`src/verilog/prxdc_pkg.sv`:
```
`default_nettype none
package prxdc_pkg;
  // ----------------------------------------------------------------
  // clock and timing
  // ----------------------------------------------------------------
  localparam int CLK_PS = 8000;                    // pclk period, 125 MHz
  localparam int WIN_US = 10;                      // 100M squelch window
  localparam int WIN_CYC = (WIN_US * 1000000) / CLK_PS;       // longest: floor
  localparam int SQ10_MIN_NS = 50;                 // 10M crossing span, least
  localparam int SQ10_MAX_NS = 250;                // 10M crossing span, most
  localparam int SQ10_MIN_CYC = (SQ10_MIN_NS * 1000 + CLK_PS - 1) / CLK_PS;
  localparam int SQ10_MAX_CYC = (SQ10_MAX_NS * 1000) / CLK_PS;
  localparam int SOI_NS = 200;                     // missing transitions = idle
  localparam int SOI_CYC = (SOI_NS * 1000 + CLK_PS - 1) / CLK_PS;
  localparam logic [2:0] XING_100 = 3'h4;          // crossings to unsquelch
  localparam logic [2:0] XING_10 = 3'h3;
  // ----------------------------------------------------------------
  // register map
  // ----------------------------------------------------------------
  localparam logic [7:0] CTRL_OFS = 8'h00;
  localparam logic [7:0] STAT_OFS = 8'h04;
  localparam int C_EQ_DIS = 0;                     // equalizer held at zero length
  localparam int C_LVL_ADJ = 1;                    // thresholds lowered 4.5 dB
  localparam int C_COL_TEST = 2;                   // txen looped onto col
  localparam int C_FULL_DUP = 3;
  localparam int C_SPEED100 = 4;
  localparam int C_LOOPBACK = 5;
  localparam logic [5:0] CTRL_RST = 6'h10;         // 100M half duplex
  localparam int S_BAD_SSD = 0;                    // write one to clear
  localparam int S_BAD_ESD = 1;                    // write one to clear
  localparam int S_UNSQ = 2;
  localparam int S_RXST = 3;                       // two bits
  localparam int S_COL = 5;
  // ----------------------------------------------------------------
  // 5b code groups
  // ----------------------------------------------------------------
  localparam logic [4:0] SYM_I = 5'h1f;
  localparam logic [4:0] SYM_J = 5'h18;
  localparam logic [4:0] SYM_K = 5'h11;
  localparam logic [4:0] SYM_T = 5'h0d;
  localparam logic [4:0] SYM_R = 5'h07;
  localparam logic [7:0] PRE_55 = 8'h55;
  // ----------------------------------------------------------------
  // states
  // ----------------------------------------------------------------
  typedef enum logic {SQ_OFF = 1'b0, SQ_ON = 1'b1} prxdc_sq_t;
  typedef enum logic [1:0] {RX_IDLE = 2'b00, RX_RECV = 2'b01, RX_FCAR = 2'b10} prxdc_rx_t;
  typedef enum logic [2:0] {
    TX_IDLE = 3'b000, TX_J = 3'b001, TX_K = 3'b010, TX_DATA = 3'b011, TX_T = 3'b100, TX_R = 3'b101
  } prxdc_tx_t;
endpackage : prxdc_pkg
`default_nettype wire

```
`src/verilog/prxdc_top.sv`:
```
`default_nettype none
// Summary of operation
// - 100M: four alternating crossings in 10us unsquelch
// - unsquelch selects lower threshold level
// - 100M: 10us without crossings re-squelches
// - 10M: three crossings within 50-250ns unsquelch
// - 10M: idle re-squelches; no link effect
// - equalizer disable holds zero-length response
// - level adjust lowers both thresholds 4.5dB
// - half duplex tx while receiving raises col
// - no collision: full duplex, link fail, loopback
// - 10M collision zeros data; sqe, jabber collide
// - collision test loops txen, disables outputs
// - encoder sends j/k instead of preamble
// - idle groups give no valid data
// - j/k group starts reception, delivers 5/5
// - bad start group: false carrier, bad ssd
// - after false carrier wait for idle pair
// - other bad groups ignored, stay idle
// - encoder appends t/r after last data
// - t/r group ends reception cleanly
// - idle pair mid-packet: error, bad esd
// - 10M unsquelch asserts carrier sense
// - 10M missing transitions end reception
module prxdc_top (
  input wire logic pclk,
  input wire logic presetn,
  input wire logic psel,
  input wire logic penable,
  input wire logic pwrite,
  input wire logic [7:0] paddr,
  input wire logic [31:0] pwdata,
  output logic [31:0] prdata,
  output logic pready,
  output logic pslverr,
  input wire logic sq_pos,          // squelch comparator, positive (async)
  input wire logic sq_neg,          // squelch comparator, negative (async)
  input wire logic zc_trans,        // 10M zero-crossing transition seen (async)
  input wire logic code_stb,        // one 10-bit group ready
  input wire logic [9:0] code_grp,  // first symbol in [9:5]
  input wire logic [3:0] rx10_nib,  // 10M decoded nibble
  input wire logic sym_stb,         // transmit symbol strobe
  input wire logic mac_txen,
  input wire logic [3:0] mac_txd,
  input wire logic sqe_test,
  input wire logic jabber,
  input wire logic link_fail,
  output logic [4:0] tx_code,
  output logic tp_out_en,
  output logic thr_unsq,
  output logic thr_lower,
  output logic eq_zero_len,
  output logic mii_crs,
  output logic mii_rx_dv,
  output logic mii_rx_er,
  output logic [7:0] mii_rxd,
  output logic mii_col,
  output logic false_car
);
  // ----------------------------------------------------------------
  // state
  // ----------------------------------------------------------------
  typedef struct packed {
    logic [2:0] s1;                 // sync stage one: pos, neg, trans
    logic [2:0] s2;                 // sync stage two
    logic [1:0] s3;                 // delayed pos/neg for edge detect
    logic last_pol;                 // polarity of last crossing
    logic [2:0] xcnt;               // crossings counted in window
    logic [10:0] win;               // window / watchdog counter
    logic [4:0] idle_cnt;           // 10M cycles with no transition
    prxdc_pkg::prxdc_sq_t sq;
    prxdc_pkg::prxdc_rx_t rx;
    prxdc_pkg::prxdc_tx_t tx;
    logic [4:0] tx_code;
    logic [7:0] rxd;
    logic rx_dv;
    logic rx_er;
    logic fcar;
    logic col;
    logic bad_ssd;
    logic bad_esd;
    logic [5:0] ctrl;               // software copy
    logic [5:0] cfg;                // copy in use, taken on symbol strobe
    logic [31:0] prdata;
  } prxdc_st_t;

  prxdc_st_t st_r;                  // registered state
  prxdc_st_t st_nxt;                // next state

  // ----------------------------------------------------------------
  // helpers
  // ----------------------------------------------------------------
  // two zeros with at least one bit between them
  function automatic logic prxdc_nc_zeros(input logic [9:0] g);
    logic hit;
    hit = 1'b0;
    for (int i = 0; i < 8; i++) begin
      for (int j = i + 2; j < 10; j++) begin
        if (!g[i] && !g[j]) begin
          hit = 1'b1;
        end
      end
    end
    return hit;
  endfunction : prxdc_nc_zeros

  // 4b to 5b data code
  function automatic logic [4:0] prxdc_enc(input logic [3:0] n);
    logic [4:0] c;
    unique case (n)
      4'h0: c = 5'h1e;
      4'h1: c = 5'h09;
      4'h2: c = 5'h14;
      4'h3: c = 5'h15;
      4'h4: c = 5'h0a;
      4'h5: c = 5'h0b;
      4'h6: c = 5'h0e;
      4'h7: c = 5'h0f;
      4'h8: c = 5'h12;
      4'h9: c = 5'h13;
      4'ha: c = 5'h16;
      4'hb: c = 5'h17;
      4'hc: c = 5'h1a;
      4'hd: c = 5'h1b;
      4'he: c = 5'h1c;
      4'hf: c = 5'h1d;
    endcase
    return c;
  endfunction : prxdc_enc

  // 5b to 4b by reverse search; bit 4 flags an invalid code
  function automatic logic [4:0] prxdc_dec(input logic [4:0] c);
    logic [4:0] r;
    r = 5'h10;
    for (int k = 0; k < 16; k++) begin
      if (prxdc_enc(4'(k)) == c) begin
        r = {1'b0, 4'(k)};
      end
    end
    return r;
  endfunction : prxdc_dec

  // ----------------------------------------------------------------
  // next-state logic
  // ----------------------------------------------------------------
  logic xing;                       // rising edge of either comparator
  logic xpol;                       // its polarity, 1 = positive
  logic alt;                        // crossing with polarity change
  logic spd100;
  logic [4:0] dec_hi;
  logic [4:0] dec_lo;
  logic col_en;
  logic receiving;

  always_comb begin
    st_nxt = st_r;
    xing = (st_r.s2[2] && !st_r.s3[1]) || (st_r.s2[1] && !st_r.s3[0]);
    xpol = st_r.s2[2] && !st_r.s3[1];
    // first crossing of a squelched run needs no partner; after that polarity must flip
    alt = xing && (((st_r.sq == prxdc_pkg::SQ_OFF) && (st_r.xcnt == 3'h0)) || (xpol != st_r.last_pol));
    spd100 = st_r.cfg[prxdc_pkg::C_SPEED100];
    dec_hi = prxdc_dec(code_grp[9:5]);
    dec_lo = prxdc_dec(code_grp[4:0]);
    // synchronisers: stage one read only by stage two
    st_nxt.s1 = {sq_pos, sq_neg, zc_trans};
    st_nxt.s2 = st_r.s1;
    st_nxt.s3 = st_r.s2[2:1];
    if (xing) begin
      st_nxt.last_pol = xpol;
    end
    if (sym_stb) begin
      st_nxt.cfg = st_r.ctrl;
    end
    // squelch machine
    unique case (st_r.sq)
      prxdc_pkg::SQ_OFF: begin
        st_nxt.idle_cnt = '0;
        if (st_r.xcnt != 3'h0) begin
          st_nxt.win = st_r.win + 11'h001;
        end
        if (spd100) begin
          if (alt && (st_r.xcnt + 3'h1 >= prxdc_pkg::XING_100)) begin
            st_nxt.sq = prxdc_pkg::SQ_ON;
            st_nxt.xcnt = '0;
            st_nxt.win = '0;
          end else if (alt) begin
            st_nxt.xcnt = st_r.xcnt + 3'h1;
            if (st_r.xcnt == 3'h0) begin
              st_nxt.win = '0;
            end
          end else if (st_r.win >= 11'(prxdc_pkg::WIN_CYC - 1)) begin
            st_nxt.xcnt = '0;       // window ran out, start over
            st_nxt.win = '0;
          end
        end else begin
          if (alt && (st_r.xcnt + 3'h1 >= prxdc_pkg::XING_10)
              && (st_r.win >= 11'(prxdc_pkg::SQ10_MIN_CYC))) begin
            st_nxt.sq = prxdc_pkg::SQ_ON;
            st_nxt.xcnt = '0;
            st_nxt.win = '0;
          end else if (alt && (st_r.xcnt + 3'h1 < prxdc_pkg::XING_10)) begin
            st_nxt.xcnt = st_r.xcnt + 3'h1;
            if (st_r.xcnt == 3'h0) begin
              st_nxt.win = '0;
            end
          end else if (alt || (st_r.win > 11'(prxdc_pkg::SQ10_MAX_CYC))) begin
            st_nxt.xcnt = '0;       // too fast or too slow: noise
            st_nxt.win = '0;
          end
        end
      end
      prxdc_pkg::SQ_ON: begin
        st_nxt.xcnt = '0;
        if (spd100) begin
          st_nxt.idle_cnt = '0;
          if (alt) begin
            st_nxt.win = '0;
          end else if (st_r.win >= 11'(prxdc_pkg::WIN_CYC - 1)) begin
            st_nxt.sq = prxdc_pkg::SQ_OFF;
            st_nxt.win = '0;
          end else begin
            st_nxt.win = st_r.win + 11'h001;
          end
        end else begin
          st_nxt.win = '0;
          // missing transitions mean start of idle
          if (st_r.s2[0]) begin
            st_nxt.idle_cnt = '0;
          end else if (st_r.idle_cnt >= 5'(prxdc_pkg::SOI_CYC - 1)) begin
            st_nxt.sq = prxdc_pkg::SQ_OFF;
            st_nxt.idle_cnt = '0;
          end else begin
            st_nxt.idle_cnt = st_r.idle_cnt + 5'h01;
          end
        end
      end
    endcase
    // 100M delimiter decode, one group per strobe
    if (spd100 && code_stb) begin
      unique case (st_r.rx)
        prxdc_pkg::RX_IDLE: begin
          st_nxt.rx_dv = 1'b0;
          st_nxt.rx_er = 1'b0;
          st_nxt.fcar = 1'b0;
          if (code_grp == {prxdc_pkg::SYM_J, prxdc_pkg::SYM_K}) begin
            st_nxt.rx = prxdc_pkg::RX_RECV;
            st_nxt.rx_dv = 1'b1;
            st_nxt.rxd = prxdc_pkg::PRE_55;
          end else if (code_grp != {prxdc_pkg::SYM_I, prxdc_pkg::SYM_I}
                       && prxdc_nc_zeros(code_grp)) begin
            st_nxt.rx = prxdc_pkg::RX_FCAR;
            st_nxt.rx_er = 1'b1;
            st_nxt.fcar = 1'b1;
            st_nxt.bad_ssd = 1'b1;
          end
        end
        prxdc_pkg::RX_RECV: begin
          if (code_grp == {prxdc_pkg::SYM_T, prxdc_pkg::SYM_R}) begin
            st_nxt.rx = prxdc_pkg::RX_IDLE;
            st_nxt.rx_dv = 1'b0;
            st_nxt.rx_er = 1'b0;
          end else if (code_grp == {prxdc_pkg::SYM_I, prxdc_pkg::SYM_I}) begin
            st_nxt.rx = prxdc_pkg::RX_IDLE;
            st_nxt.rx_dv = 1'b1;
            st_nxt.rx_er = 1'b1;
            st_nxt.bad_esd = 1'b1;
          end else begin
            st_nxt.rx_dv = 1'b1;
            st_nxt.rx_er = dec_hi[4] || dec_lo[4];
            st_nxt.rxd = {dec_lo[3:0], dec_hi[3:0]};   // first nibble low
          end
        end
        prxdc_pkg::RX_FCAR: begin
          if (code_grp == {prxdc_pkg::SYM_I, prxdc_pkg::SYM_I}) begin
            st_nxt.rx = prxdc_pkg::RX_IDLE;
            st_nxt.rx_er = 1'b0;
            st_nxt.fcar = 1'b0;
          end
        end
        default: begin
          st_nxt.rx = prxdc_pkg::RX_IDLE;
        end
      endcase
    end else if (!spd100) begin
      st_nxt.rx = prxdc_pkg::RX_IDLE;
      st_nxt.fcar = 1'b0;
      st_nxt.rx_er = 1'b0;
      st_nxt.rx_dv = (st_r.sq == prxdc_pkg::SQ_ON);
      st_nxt.rxd = st_r.col ? 8'h00 : {4'h0, rx10_nib};
    end
    // collision
    receiving = spd100 ? (st_r.rx != prxdc_pkg::RX_IDLE) : (st_r.sq == prxdc_pkg::SQ_ON);
    col_en = !st_r.cfg[prxdc_pkg::C_FULL_DUP] && !link_fail && !st_r.cfg[prxdc_pkg::C_LOOPBACK];
    if (st_r.cfg[prxdc_pkg::C_COL_TEST]) begin
      st_nxt.col = mac_txen;
    end else begin
      st_nxt.col = col_en && ((mac_txen && receiving) || (!spd100 && (sqe_test || jabber)));
    end
    // 4b5b transmit framing
    if (sym_stb) begin
      unique case (st_r.tx)
        prxdc_pkg::TX_IDLE: begin
          st_nxt.tx_code = prxdc_pkg::SYM_I;
          if (mac_txen) begin
            st_nxt.tx = prxdc_pkg::TX_J;
            st_nxt.tx_code = prxdc_pkg::SYM_J;
          end
        end
        prxdc_pkg::TX_J: begin
          st_nxt.tx = prxdc_pkg::TX_K;
          st_nxt.tx_code = prxdc_pkg::SYM_K;
        end
        prxdc_pkg::TX_K, prxdc_pkg::TX_DATA: begin
          if (mac_txen) begin
            st_nxt.tx = prxdc_pkg::TX_DATA;
            st_nxt.tx_code = prxdc_enc(mac_txd);
          end else begin
            // t then r after last data
            st_nxt.tx = prxdc_pkg::TX_T;
            st_nxt.tx_code = prxdc_pkg::SYM_T;
          end
        end
        prxdc_pkg::TX_T: begin
          st_nxt.tx = prxdc_pkg::TX_R;
          st_nxt.tx_code = prxdc_pkg::SYM_R;
        end
        prxdc_pkg::TX_R: begin
          st_nxt.tx = prxdc_pkg::TX_IDLE;
          st_nxt.tx_code = prxdc_pkg::SYM_I;
        end
        default: begin
          st_nxt.tx = prxdc_pkg::TX_IDLE;
        end
      endcase
    end
    // apb: read data latched in setup, writes in access
    if (psel && !penable) begin
      st_nxt.prdata = '0;
      if (paddr == prxdc_pkg::CTRL_OFS) begin
        st_nxt.prdata[5:0] = st_r.ctrl;
      end else if (paddr == prxdc_pkg::STAT_OFS) begin
        st_nxt.prdata[prxdc_pkg::S_BAD_SSD] = st_r.bad_ssd;
        st_nxt.prdata[prxdc_pkg::S_BAD_ESD] = st_r.bad_esd;
        st_nxt.prdata[prxdc_pkg::S_UNSQ] = (st_r.sq == prxdc_pkg::SQ_ON);
        st_nxt.prdata[prxdc_pkg::S_RXST +: 2] = st_r.rx;
        st_nxt.prdata[prxdc_pkg::S_COL] = st_r.col;
      end
    end
    if (psel && penable && pwrite) begin
      if (paddr == prxdc_pkg::CTRL_OFS) begin
        st_nxt.ctrl = pwdata[5:0];
      end else if (paddr == prxdc_pkg::STAT_OFS) begin
        // a new event in the same cycle beats the clear only if the flag was not already set
        if (pwdata[prxdc_pkg::S_BAD_SSD] && !(st_nxt.bad_ssd && !st_r.bad_ssd)) begin
          st_nxt.bad_ssd = 1'b0;
        end
        if (pwdata[prxdc_pkg::S_BAD_ESD] && !(st_nxt.bad_esd && !st_r.bad_esd)) begin
          st_nxt.bad_esd = 1'b0;
        end
      end
    end
  end

  // ----------------------------------------------------------------
  // state register
  // ----------------------------------------------------------------
  always_ff @(posedge pclk or negedge presetn) begin
    if (!presetn) begin
      st_r <= '{sq: prxdc_pkg::SQ_OFF, rx: prxdc_pkg::RX_IDLE, tx: prxdc_pkg::TX_IDLE,
                tx_code: prxdc_pkg::SYM_I, ctrl: prxdc_pkg::CTRL_RST,
                cfg: prxdc_pkg::CTRL_RST, default: '0};
    end else begin
      st_r <= st_nxt;
    end
  end

  // ----------------------------------------------------------------
  // outputs
  // ----------------------------------------------------------------
  assign prdata = st_r.prdata;
  assign pready = 1'b1;             // zero wait states
  assign pslverr = psel && penable && (paddr != prxdc_pkg::CTRL_OFS) && (paddr != prxdc_pkg::STAT_OFS);
  assign tx_code = st_r.tx_code;
  assign tp_out_en = !st_r.cfg[prxdc_pkg::C_COL_TEST];
  assign thr_unsq = (st_r.sq == prxdc_pkg::SQ_ON);
  assign thr_lower = st_r.cfg[prxdc_pkg::C_LVL_ADJ];
  assign eq_zero_len = st_r.cfg[prxdc_pkg::C_EQ_DIS];
  assign mii_crs = st_r.cfg[prxdc_pkg::C_SPEED100] ? (st_r.rx == prxdc_pkg::RX_RECV) : thr_unsq;
  assign mii_rx_dv = st_r.rx_dv;
  assign mii_rx_er = st_r.rx_er;
  assign mii_rxd = st_r.rxd;
  assign mii_col = st_r.col;
  assign false_car = st_r.fcar;
endmodule : prxdc_top
`default_nettype wire

```
`config.mk`:
```
export PLATFORM = sky130hd
export DESIGN_NAME = prxdc_top
export DESIGN_NICKNAME = d
export VERILOG_FILES = /design/src/verilog/prxdc_pkg.sv /design/src/verilog/prxdc_top.sv
export SDC_FILE = /design/constraint.sdc
export NUM_CORES = 1
export LEC_CHECK = 0
export BUFFER_PORTS_ARGS = -buffer_cell sky130_fd_sc_hd__buf_2
export CAP_MARGIN = 20
export CORE_MARGIN = 5
export CORE_UTILIZATION = 50
export CTS_CLUSTER_DIAMETER = 80
export DETAILED_ROUTE_END_ITERATION = 12
export HOLD_SLACK_MARGIN = 0.03
export PLACE_DENSITY_LB_ADDON = 0.25
export SLEW_MARGIN = 0
export SYNTH_ARGS = -nofsm -noshare
export SYNTH_HDL_FRONTEND = slang
export SYNTH_SLANG_ARGS = --single-unit
```
`constraint.sdc`:
```
create_clock -name pclk -period 2.7 [get_ports pclk]
set_input_delay 0.135 -clock pclk [delete_from_list [all_inputs] [get_ports pclk]]
set_output_delay 0.135 -clock pclk [all_outputs]
set_load 0.05 [all_outputs]
```
# Word level (Yosys, flattened, before mapping)
# Memory sizes are Yosys's and may differ from the RTL's.
# Cells that the tools add are included.
# totals
memories	1
ff_bits	71
rom_bits	80
input_bits	72
elab_cells	333
# mem_list
memory	words	width	rd	rd_ports_with_merged_regs	write_ports	line	rtl
(name not given)	16	5	1	0	0	prxdc_top.sv:110	unique case (n)
# op_classes
n_mux	136
n_addsub	3
bitwise	1
n_eq_ne	58
reduce_logical	106
n_lt_le_gt_ge	7
# ops
op	count
2-to-1 mux 5 bit	34
== test 5 bit, first input constant	22
2-to-1 mux 14 bit	7
2-to-1 mux 11 bit	6
logical AND 1 bit	60
2-to-1 mux 1 bit	58
== test 4 x 5 -> 1 bit, first input constant	10
2-to-1 mux 8 bit	5
one-hot mux 20 bit (2 select lines)	1
2-to-1 mux 2 bit	13
one-hot mux 5 bit (5 select lines)	1
logical NOT 1 bit	22
== test 10 bit, second input constant	2
2-to-1 mux 6 bit	3
one-hot mux 9 bit (2 select lines)	1
2-to-1 mux 17 bit	1
!= test 3 bit, second input constant	4
one-hot mux 3 bit (4 select lines)	1
AND reduction 2 bit	6
adder 11 x 1 -> 11 bit, second input constant	1
greater-or-equal comparator 11 bit, second input constant	1
greater-or-equal comparator 11 x 3 -> 1 bit, second input constant	1
greater-than comparator 11 x 5 -> 1 bit, second input constant	1
== test 10 x 9 -> 1 bit, second input constant	1
other kinds (39)	49

# Logic depth before layout (Yosys ltp)
# Gate-level depths: netlist of run 1.
# logic_depth
depth_word	53
depth_mapped	10
ltp_nobuf	10

# Worst setup path before layout of run 1
# Ideal clock, no wire load.
# synth_timing
kind	flip-flop to flip-flop
start	register st_r[85] (netlist name)
end	register st_r[76] (netlist name)
path_slack_ps	445
arrival_time_ps	2156
stages_incl_launch_ff	11
period_less_slack_ps	2255
setup_time_ps	99
required_time_ps	2601
path_cell_list	dfrtp_1 -> inv_1 -> ha_1 -> nor2b_2 -> inv_1 -> nor2_4 -> o21ai_4 -> or3_1 -> a211oi_2 -> nand2_1 -> a311oi_1
# synth_rtl
item	line	rtl
from (decl)	prxdc_top.sv:87	prxdc_st_t st_r;
from (signal assigned)	prxdc_top.sv:369	st_r <= '{sq: prxdc_pkg::SQ_OFF, rx: prxdc_pkg::RX_IDLE, tx: prxdc_pkg::TX_IDLE,
from (signal assigned)	prxdc_top.sv:373	st_r <= st_nxt;

==> results.sh, run 1 <==
export IMPL_synthMostInstantiatedCell="dfrtp_1"
export IMPL_drv_slew=0
export IMPL_powerDensity_nw_per_um2=669
export IMPL_final_hold_viol_count=0
export IMPL_busiest_layer="met2"
export IMPL_floorplan_io_pins=128
export IMPL_drt_wirelength_per_cell_um=14.2
export IMPL_first_pass_grt_wire_length_um=16000
export IMPL_power_leakage_nw=2.28
export IMPL_min_period_over_period_pct=94.1
export IMPL_final_setup_viol_count=0
export IMPL_global_route_overflow_total=0
export IMPL_max_slew_worst_pin_slew_ns=0.922
export IMPL_clock_insertion_delay_worst_skew_ns=0.35
export IMPL_synth_cell_area_um2=4430
export IMPL_worstPathArrival_ns=2.79
export IMPL_asyncSetResetFlopFracSynth_pct=100
export IMPL_post_dp_hpwl_um=7030
export IMPL_fin_setup_tns_ns=0
export IMPL_layout_cells_sized_above_1_pct=24.1
export IMPL_yosysSeqAreaShare_pct=40.3
export IMPL_drtIter0Drc=309
export IMPL_drt_total_wl_um=9390
export IMPL_flow_area_growth_from_synthesis_pct=11.9
export IMPL_number_of_synthesized_flops_with_an_enable_pin=0
export IMPL_nFillCells=800
export IMPL_run_status="finished clean"
export IMPL_path_max_fanout=7
export IMPL_antenna_found_initial=0
export IMPL_count_of_warnings_emitted_by_yosys=0
export IMPL_drt_vias_per_instance=5.46
export IMPL_post_route_drc_count=0
export IMPL_core_um2=8680
export IMPL_cts_htree_levels=3
export IMPL_cp_end_kind="register"
export IMPL_worst_clock_skew_ns=0.00793
export IMPL_routed_via_count=3609
export IMPL_post_synth_num_cell_types=63
export IMPL_grt_util_met3_pct=4.72
export IMPL_hold_path_class="input pin to register"
export IMPL_cp_start_kind="register"
export IMPL_clock_sinks=71
export IMPL_dpl_cell_count=634
export IMPL_synth_top_cell_area_share_pct=36.1
export IMPL_floorplan_initialDensity_pct=51.1
export IMPL_post_synth_top_area_cell="dfrtp_1"
export IMPL_stdcell_count=661
export IMPL_tritoncts_clock_tree="built"
export IMPL_weighted_congestion_reported_at_the_end_of_routability_driven_placement=0.897
export IMPL_holdWs_ns=0.0899
export IMPL_cap_viol_max_count=0
export IMPL_worst_case_headroom_to_the_max_slew_limit_pct=38.2
export IMPL_antenna_diode_count=0
export IMPL_grt_start_max_net_pins=63
export IMPL_first_global_vias=3405
export IMPL_cp_required_ns=2.95
export IMPL_ys_top_cells_by_count="64 x dfrtp_1, 49 x buf_4, 46 x nand2_1, 36 x nor2_1, 30 x inv_1"
export IMPL_critPathKind="register to register"
export IMPL_global_routing_met1_resource_utilization_pct=24.0
export IMPL_ctsLongestPathBuffers=2
export IMPL_synth_top_cells_by_area="dfrtp_1 36%, buf_4 8.3%, dfstp_2 4.1%, nand2_1 3.9%, ha_1 3.4%"
export IMPL_finalWorstPathRequiredPeriod_ns=2.54
export IMPL_final_nets=632
export IMPL_postSynthRegisterBits=71
export IMPL_maxClockFrequency_mhz=393
export IMPL_port_buffer_count=74
export IMPL_clock_root_buffer="clkbuf_8"
export IMPL_grt_util_met2_pct=26.5
export IMPL_cts_made_buffers=9
export IMPL_ant_nets=0
export IMPL_synth_flop_cell="dfrtp_1"
export IMPL_clk_transition_reported_paths_ns=0.08
export IMPL_drt_pass1_iterations=4
export IMPL_die_width_um=104
export IMPL_setup_reg_to_reg_worst_slack_ns=0.16
export IMPL_finish_instance_area_um2=4960
export IMPL_post_synth_inst_count=488
export IMPL_grt_util_all_layers_pct=17.3
export IMPL_die_area_um2=10800
export IMPL_postSynthAreaPerCell_um2=9.08
export IMPL_floorplan_die_height_um=104
export IMPL_ir_drop_mv=0.551
export IMPL_dpl_instance_area_um2=4630
export IMPL_std_cell_rows=34
-- cell families after synthesis --
kind of cell             synth area share [%]
adder cells (fa/ha/maj)                  3.39
multiplexers                             4.88
AND/OR/NAND/NOR                          17.8
XOR/XNOR                                 3.78
other                                   0.169
buffers and inverters                    12.7
flip-flops                               40.3
AO/OA/AOI/OAI                            17.0
-- power by group --
part | internal (W) | switching, W
registers | 0.00120 | 0.000118
logic | 0.000389 | 0.000758
clock network | 0.000431 | 0.000423
total | 0.00202 | 0.00130
-- metal layers --
metal / vias to the layer above / routed length, um
li1: 1764 / -
met1: 1705 / 4290
met2: 128 / 4240
met3: 12 / 708
met4: 0 / 146
met5: - / 0
-- cell usage in the layout (no fill, tap or decap), drive strengths merged, types with 4 or more instances in the layout --
cell type / instances
a21boi: 4
a21oi: 27
a31oi: 12
and3: 5
buf: 80
clkbuf: 10
conb: 27
dfrtp: 64
dfstp: 7
dlygate4sd3: 10
ha: 12
inv: 31
mux2: 13
mux2i: 7
nand2: 46
nand3: 15
nand4: 6
nor2: 37
nor2b: 4
nor3: 11
nor3b: 4
nor4: 7
o21ai: 26
o22ai: 4
o311ai: 4
o31ai: 13
or3: 4
xnor2: 13
xor2: 4
-- registers in the layout, summed over array words and instances (netlist names) --
signal,count
st_r,39
mii_rxd,8
prdata,6
st_nxt,5
tx_code,5
eq_zero_len,1
false_car,1
mii_col,1
mii_rx_dv,1
mii_rx_er,1
spd100,1
thr_lower,1
thr_unsq,1
-- final timing paths --
kind                             from    endpoint  cells after the start
setup / recovery             st_r[85]    st_r[76]                     10
hold / removal              link_fail     mii_col                      3
setup reg to reg             st_r[85]    st_r[76]                     10
hold reg to reg            st_nxt[91]    st_r[91]                      0
max in group asynchronous     presetn  tx_code[2]                      3
min in group asynchronous     presetn    st_r[79]                      2
-- stage by stage --
stage | setup WS [ns] | power (W) | util, %
6_report | 0.158 | 0.00332 | 57.2
5_1_grt | -0.00303 | 0.00352 | 57.2
4_1_cts | 0.116 | 0.00330 | 56.8
3_5_place_dp | 0.145 | 0.00242 | 53.4
3_3_place_gp | 0.202 | 0.00241 | 53.4
2_1_floorplan | 0.445 | 0.00225 | -
-- area by class of cell --
type	instances	area (um^2)	area share [%]
clock buffer	10	128	2.57
clock inverter	6	70.1	1.41
inverter	30	113	2.27
multi-input combinational	346	2200	44.4
sequential	71	1790	36.0
tap	108	135	2.72
timing repair buffer	90	528	10.6
-- critical path, stage by stage, from the launching register on --
cell,delay [ns]
dfrtp_1,0.40
inv_1,0.12
ha_1,0.19
nor2b_4,0.20
inv_1,0.11
nor2_4,0.17
o21ai_4,0.10
or3_1,0.42
a211oi_4,0.33
nand2_2,0.12
a311oi_1,0.28
-- what timing repair did --
item                       CTS  global route
gates resized for setup      0             6
setup endpoints to repair    0             8
hold buffers                10             0
buffers inserted             0             1
hold endpoints to repair    73             0
No activity file was read; power rests on OpenSTA's default activity.
==> inputs of run 2 (changes only) <==
--- a/config.mk
+++ b/config.mk
@@ -7,11 +7,13 @@
 export LEC_CHECK = 0
 export BUFFER_PORTS_ARGS = -buffer_cell sky130_fd_sc_hd__buf_2
 export CAP_MARGIN = 20
+export CORE_ASPECT_RATIO = 0.9
 export CORE_MARGIN = 5
 export CORE_UTILIZATION = 50
 export CTS_CLUSTER_DIAMETER = 80
 export DETAILED_ROUTE_END_ITERATION = 12
 export HOLD_SLACK_MARGIN = 0.03
+export MAX_ROUTING_LAYER = met4
 export PLACE_DENSITY_LB_ADDON = 0.25
 export SLEW_MARGIN = 0
 export SYNTH_ARGS = -nofsm -noshare
==> results.sh, run 2 (synthesis gave the netlist of run 1 again) <==
export IMPL_ctsLongestPathBuffers=2
export IMPL_largest_reg_flops=39
export IMPL_drt_pass1_iterations=5
export IMPL_post_dp_hpwl_um=7420
export IMPL_clock_root_buffer="clkbuf_8"
export IMPL_clock_sinks=71
export IMPL_finalCoreUtilization_pct=57.3
export IMPL_drt_wirelength_per_cell_um=14.6
export IMPL_dr_max_layer_used="met4"
export IMPL_flow_area_growth_from_synthesis_pct=11.2
export IMPL_std_cell_rows=32
export IMPL_layout_cells_sized_above_1_pct=23.7
export IMPL_floorplan_die_height_um=99.3
export IMPL_met3RoutedLength_um=572
export IMPL_cp_end_kind="register"
export IMPL_max_slew_worst_pin_slew_ns=0.620
export IMPL_floorplan_initialDensity_pct=51.5
export IMPL_run_status="finished clean"
export IMPL_grt_setup_unrepaired="true"
export IMPL_cts_post_setup_buffers_inserted=0
export IMPL_path_max_fanout=7
export IMPL_clock_insertion_delay_worst_skew_ns=0.35
export IMPL_path_cells="inv_1 > ha_1 > nor2b_4 > inv_1 > nor2_4 > o21ai_4 > or3_1 > a211oi_4 > nand2_1 > a311oi_1"
export IMPL_powerDensity_nw_per_um2=651
export IMPL_maxClockFrequency_mhz=389
export IMPL_die_area_um2=10900
export IMPL_cap_viol_max_count=0
export IMPL_hold_path_class="input pin to register"
export IMPL_finish_instance_area_um2=4930
export IMPL_hold_path_cell_count=3
export IMPL_min_period_over_period_pct=95.2
export IMPL_rr_worst_depth=10
export IMPL_core_um2=8610
export IMPL_drv_slew=0
export IMPL_tritoncts_clock_tree="built"
export IMPL_worst_clock_skew_ns=0.0135
export IMPL_power_leakage_nw=2.27
export IMPL_worst_case_headroom_to_the_max_slew_limit_pct=58.7
export IMPL_cp_start_kind="register"
export IMPL_worstPathArrival_ns=2.81
export IMPL_grt_start_max_net_pins=29
export IMPL_cts_made_buffers=9
export IMPL_first_pass_grt_wire_length_um=16500
export IMPL_finalWorstPathRequiredPeriod_ns=2.57
export IMPL_cts_htree_levels=3
export IMPL_top_register="st_r"
export IMPL_fin_setup_tns_ns=0
export IMPL_routed_via_count=3572
export IMPL_timing_critical_path_mode_cell="inv_1"
export IMPL_timing_critical_path_slowest_stage_cell="or3_1"
export IMPL_global_route_overflow_total=0
export IMPL_post_route_drc_count=0
export IMPL_floorplan_io_pins=128
export IMPL_drtIter0Drc=212
export IMPL_cp_required_ns=2.94
export IMPL_first_global_vias=3380
export IMPL_holdWs_ns=0.0935
export IMPL_port_buffer_count=74
export IMPL_antenna_diode_count=0
export IMPL_critPathKind="register to register"
export IMPL_layout_common_cells="74 x buf_2, 64 x dfrtp_1, 46 x nand2_1"
export IMPL_drt_vias_per_instance=5.32
export IMPL_drt_total_wl_um=9820
export IMPL_antenna_found_initial=0
export IMPL_timing_critical_path_slowest_cell_delay_ns=0.42
export IMPL_ir_drop_mv=0.556
export IMPL_weighted_congestion_reported_at_the_end_of_routability_driven_placement=0.910
export IMPL_grt_util_all_layers_pct=19.4
export IMPL_detailroute_wirelength_met2_um=4510
export IMPL_dpl_instance_area_um2=4640
export IMPL_met1Wirelength_um=4660
export IMPL_final_nets=632
export IMPL_final_hold_viol_count=0
export IMPL_final_common_cell="buf_2"
export IMPL_die_width_um=109
export IMPL_final_setup_viol_count=0
export IMPL_ant_nets=0
export IMPL_clk_transition_reported_paths_ns=0.07
[run 2: cell types whose count changed in the layout (fill, tap and decap cells not counted)]
cell / change
clkbuf_8: +1
buf_4: +1
clkbuf_1: +1
o311ai_1: -1
bufinv_16: -1
clkinvlp_4: -2
nand2_1: +1
inv_6: -1
nand2_2: -1
clkinv_4: -1
buf_12: -1
o311ai_0: +1
clkinv_2: +3
[run 2: final timing paths]
path                             from    endpoint  slack (ns)
hold reg to reg            st_nxt[92]  st_nxt[89]        0.35
setup / recovery             st_r[85]    st_r[76]        0.13
hold / removal              link_fail     mii_col        0.09
min in group asynchronous     presetn    st_r[79]        0.32
max in group asynchronous     presetn      spd100        1.56
setup reg to reg             st_r[85]    st_r[76]        0.13
[run 2: power by group]
part / internal, W / switching [W] / leakage [nW] / total (W)
logic: 0.000373 / 0.000769 / 1.26 / 0.00114
clock network: 0.000355 / 0.000397 / 0.0861 / 0.000752
registers: 0.00120 / 0.000117 / 0.927 / 0.00132
[run 2: final cells by class]
class	instances	area, um^2
clock buffer	12	145
clock inverter	4	22.5
fill	781	3680
inverter	30	113
multi-input combinational	346	2200
sequential	71	1790
tap	119	149
timing repair buffer	90	515
[run 2: timing repair]
item | in CTS | in global routing
resized for setup | 0 | 4
hold buffers | 10 | 0
endpoints found under the setup margin | 0 | 3
endpoints found under the hold margin | 27 | 0
[run 2: per-layer routing]
metal	vias to the layer above	GRT usage, %
li1	1774	-
met1	1677	27.9
met2	114	28.5
met3	7	4.02
met4	0	4.31
met5	-	-
[run 2: metrics by stage]
step	instances	setup slack (ns)	power, W
CTS	672	0.0950	0.00321
floorplan	513	0.445	0.00225
finish	672	0.129	0.00321
global placement	646	0.231	0.00241
global route	672	-0.0530	0.00343
detailed placement	646	0.109	0.00243
[run 2: worst max-delay path: cells and delay by family (launching register included)]
family	cells	cell delay, ns
buf+inv	2	0.24
fa+ha+maj	1	0.19
flops	1	0.40
compound gates	3	0.70
simple gates	4	0.95
==> inputs of run 3 (changes only) <==
--- a/config.mk
+++ b/config.mk
@@ -7,9 +7,10 @@
 export LEC_CHECK = 0
 export BUFFER_PORTS_ARGS = -buffer_cell sky130_fd_sc_hd__buf_2
 export CAP_MARGIN = 20
+export CELL_PAD_IN_SITES_DETAIL_PLACEMENT = 1
+export CELL_PAD_IN_SITES_GLOBAL_PLACEMENT = 1
 export CORE_ASPECT_RATIO = 0.9
-export CORE_MARGIN = 5
-export CORE_UTILIZATION = 50
+export CORE_UTILIZATION = 39
 export CTS_CLUSTER_DIAMETER = 80
 export DETAILED_ROUTE_END_ITERATION = 12
 export HOLD_SLACK_MARGIN = 0.03
==> results.sh, run 3 (synthesis gave the netlist of run 1 again) <==
export IMPL_cp_start_kind="register"
export IMPL_die_width_um=114
export IMPL_die_area_um2=11800
export IMPL_cp_required_ns=2.93
export IMPL_drt_wirelength_per_cell_um=15.2
export IMPL_cp_end_kind="register"
export IMPL_timing_critical_path_slowest_stage_cell="or3_1"
export IMPL_cap_viol_max_count=0
export IMPL_path_cells="inv_2 > ha_1 > nand2b_1 > nor3b_1 > a311oi_1 > or3_1 > a211oi_4 > nand2_2 > a311oi_1"
export IMPL_top_register="st_r"
export IMPL_ant_nets=0
export IMPL_final_hold_viol_count=0
export IMPL_floorplan_initialDensity_pct=40.5
export IMPL_grt_start_max_net_pins=72
export IMPL_flow_area_growth_from_synthesis_pct=14.9
export IMPL_first_pass_grt_wire_length_um=17900
export IMPL_final_seq_area_um2=1790
export IMPL_post_dp_hpwl_um=7780
export IMPL_finalWorstPathRequiredPeriod_ns=2.58
export IMPL_dpl_instance_area_um2=4670
export IMPL_antenna_found_initial=0
export IMPL_powerDensity_nw_per_um2=733
export IMPL_hold_path_class="input pin to register"
export IMPL_timing_critical_path_mode_cell="a311oi_1"
export IMPL_critPathKind="register to register"
export IMPL_hold_path_cell_count=2
export IMPL_clock_sinks=71
export IMPL_first_global_vias=3653
export IMPL_finish_instance_area_um2=5090
export IMPL_area_taken_by_multi_input_logic_gates_um2=2200
export IMPL_worstPathArrival_ns=2.81
export IMPL_cp_num_buf_inv=1
export IMPL_port_buffer_count=74
export IMPL_drtIter0Drc=107
export IMPL_layout_cells_sized_above_1_pct=24.1
export IMPL_run_status="finished clean"
export IMPL_timing_critical_path_slowest_cell_delay_ns=0.42
export IMPL_weighted_congestion_reported_at_the_end_of_routability_driven_placement=0.828
export IMPL_cts_htree_levels=3
export IMPL_maxClockFrequency_mhz=388
export IMPL_drt_total_wl_um=10700
export IMPL_final_setup_viol_count=0
export IMPL_drt_pass1_iterations=4
export IMPL_whs_endpoint="st_r[42]"
export IMPL_path_max_fanout=4
export IMPL_tritoncts_clock_tree="built"
export IMPL_finalCoreUtilization_pct=46.5
export IMPL_setup_reg_to_reg_worst_slack_ns=0.12
export IMPL_clock_insertion_delay_worst_skew_ns=0.34
export IMPL_nFillCells=1297
export IMPL_cts_made_buffers=9
export IMPL_antenna_diode_count=0
export IMPL_final_nets=630
export IMPL_clk_transition_reported_paths_ns=0.06
export IMPL_floorplan_die_height_um=103
export IMPL_layout_common_cells="73 x buf_2, 64 x dfrtp_1, 45 x nand2_1"
export IMPL_detailedPlace_worstSlack_ns=0.0996
export IMPL_dpl_cell_count=677
export IMPL_postLayoutSetupSlackWorst_ns=0.121
export IMPL_power_leakage_nw=2.32
export IMPL_min_period_over_period_pct=95.5
export IMPL_std_cell_rows=36
export IMPL_drv_slew=0
export IMPL_timing_hold_worst_start="pwdata[4]"
export IMPL_core_um2=10900
export IMPL_clock_root_buffer="clkbuf_16"
export IMPL_grt_util_all_layers_pct=20.2
export IMPL_final_common_cell="buf_2"
export IMPL_ir_drop_mv=0.543
export IMPL_post_route_drc_count=0
export IMPL_routed_via_count=3656
export IMPL_crit_reg2reg_launch="st_r[85]"
export IMPL_largest_reg_flops=39
export IMPL_worst_case_headroom_to_the_max_slew_limit_pct=39.8
export IMPL_ctsLongestPathBuffers=2
export IMPL_stdcell_count=703
export IMPL_worst_clock_skew_ns=0.00704
export IMPL_holdWs_ns=0.0495
export IMPL_rr_worst_depth=9
export IMPL_drt_vias_per_instance=5.20
export IMPL_max_slew_worst_pin_slew_ns=0.902
export IMPL_global_route_overflow_total=0
export IMPL_timing_rr_end="st_r[77]"
export IMPL_floorplan_io_pins=128
export IMPL_crit_family="simple AND/OR/NAND/NOR gates"
run 3: changes by cell type in the layout (fill, tap and decap cells not counted), moves of 2 or more:
cell / previous run / this run
clkbuf_8: 10 / 2
dlygate4sd3_1: 10 / 8
clkinv_2: 3 / 0
clkbuf_16: 0 / 9
run 3: cell type report:
type,count,share of cell area (%)
multi-input cells,346,43.1
clock buffers,12,5.04
repair buffers,88,9.78
well taps,152,3.73
clock inverters,4,1.06
flip-flops and latches,71,35.1
inverters,30,2.21
run 3: worst max path at each step:
stage,depth (start not counted),start,slack (ns),end
2_1_floorplan,10,st_r[85],0.44,st_r[76]
3_3_place_gp,10,st_r[85],0.19,st_r[76]
3_5_place_dp,10,st_r[85],0.1,st_r[76]
4_1_cts,10,st_r[85],0.07,st_r[77]
5_1_grt,9,st_r[85],-0.02,st_r[77]
6_report,9,st_r[85],0.12,st_r[77]
run 3: what timing repair did:
item | in CTS | in global routing
setup buffers | 0 | 2
setup endpoints to repair | 0 | 8
hold buffers | 8 | 0
resized for setup | 0 | 6
hold endpoints to repair | 71 | 0
run 3: metal layers:
layer | vias up | global-route usage, % | share of wire, %
met5 | - | - | 0
met4 | 0 | 5.00 | 0.89
met3 | 8 | 5.23 | 4.1
met2 | 79 | 31.1 | 46
met1 | 1806 | 26.5 | 49
li1 | 1763 | - | -
run 3: power breakdown:
group          switching, W  leakage (nW)  internal, W
sequential         0.000120         0.927      0.00120
clock              0.000468         0.145     0.000769
combinational      0.000785          1.25     0.000388
run 3: worst reg2reg max path, stage by stage, from the launching register on:
cell and delay, ns:
dfrtp_1 0.37, inv_2 0.07, ha_1 0.33, nand2b_1 0.12
nor3b_1 0.30, a311oi_1 0.10, or3_1 0.42, a211oi_4 0.34
nand2_2 0.13, a311oi_1 0.28
run 3: metrics by stage:
| step | total power, W | setup TNS, ns |
|---|---|---|
| after global routing | 0.00394 | -0.0306 |
| after CTS | 0.00372 | 0 |
| after floorplan | 0.00225 | 0 |
| final | 0.00373 | 0 |
| after global placement | 0.00242 | 0 |
| after detailed placement | 0.00245 | 0 |
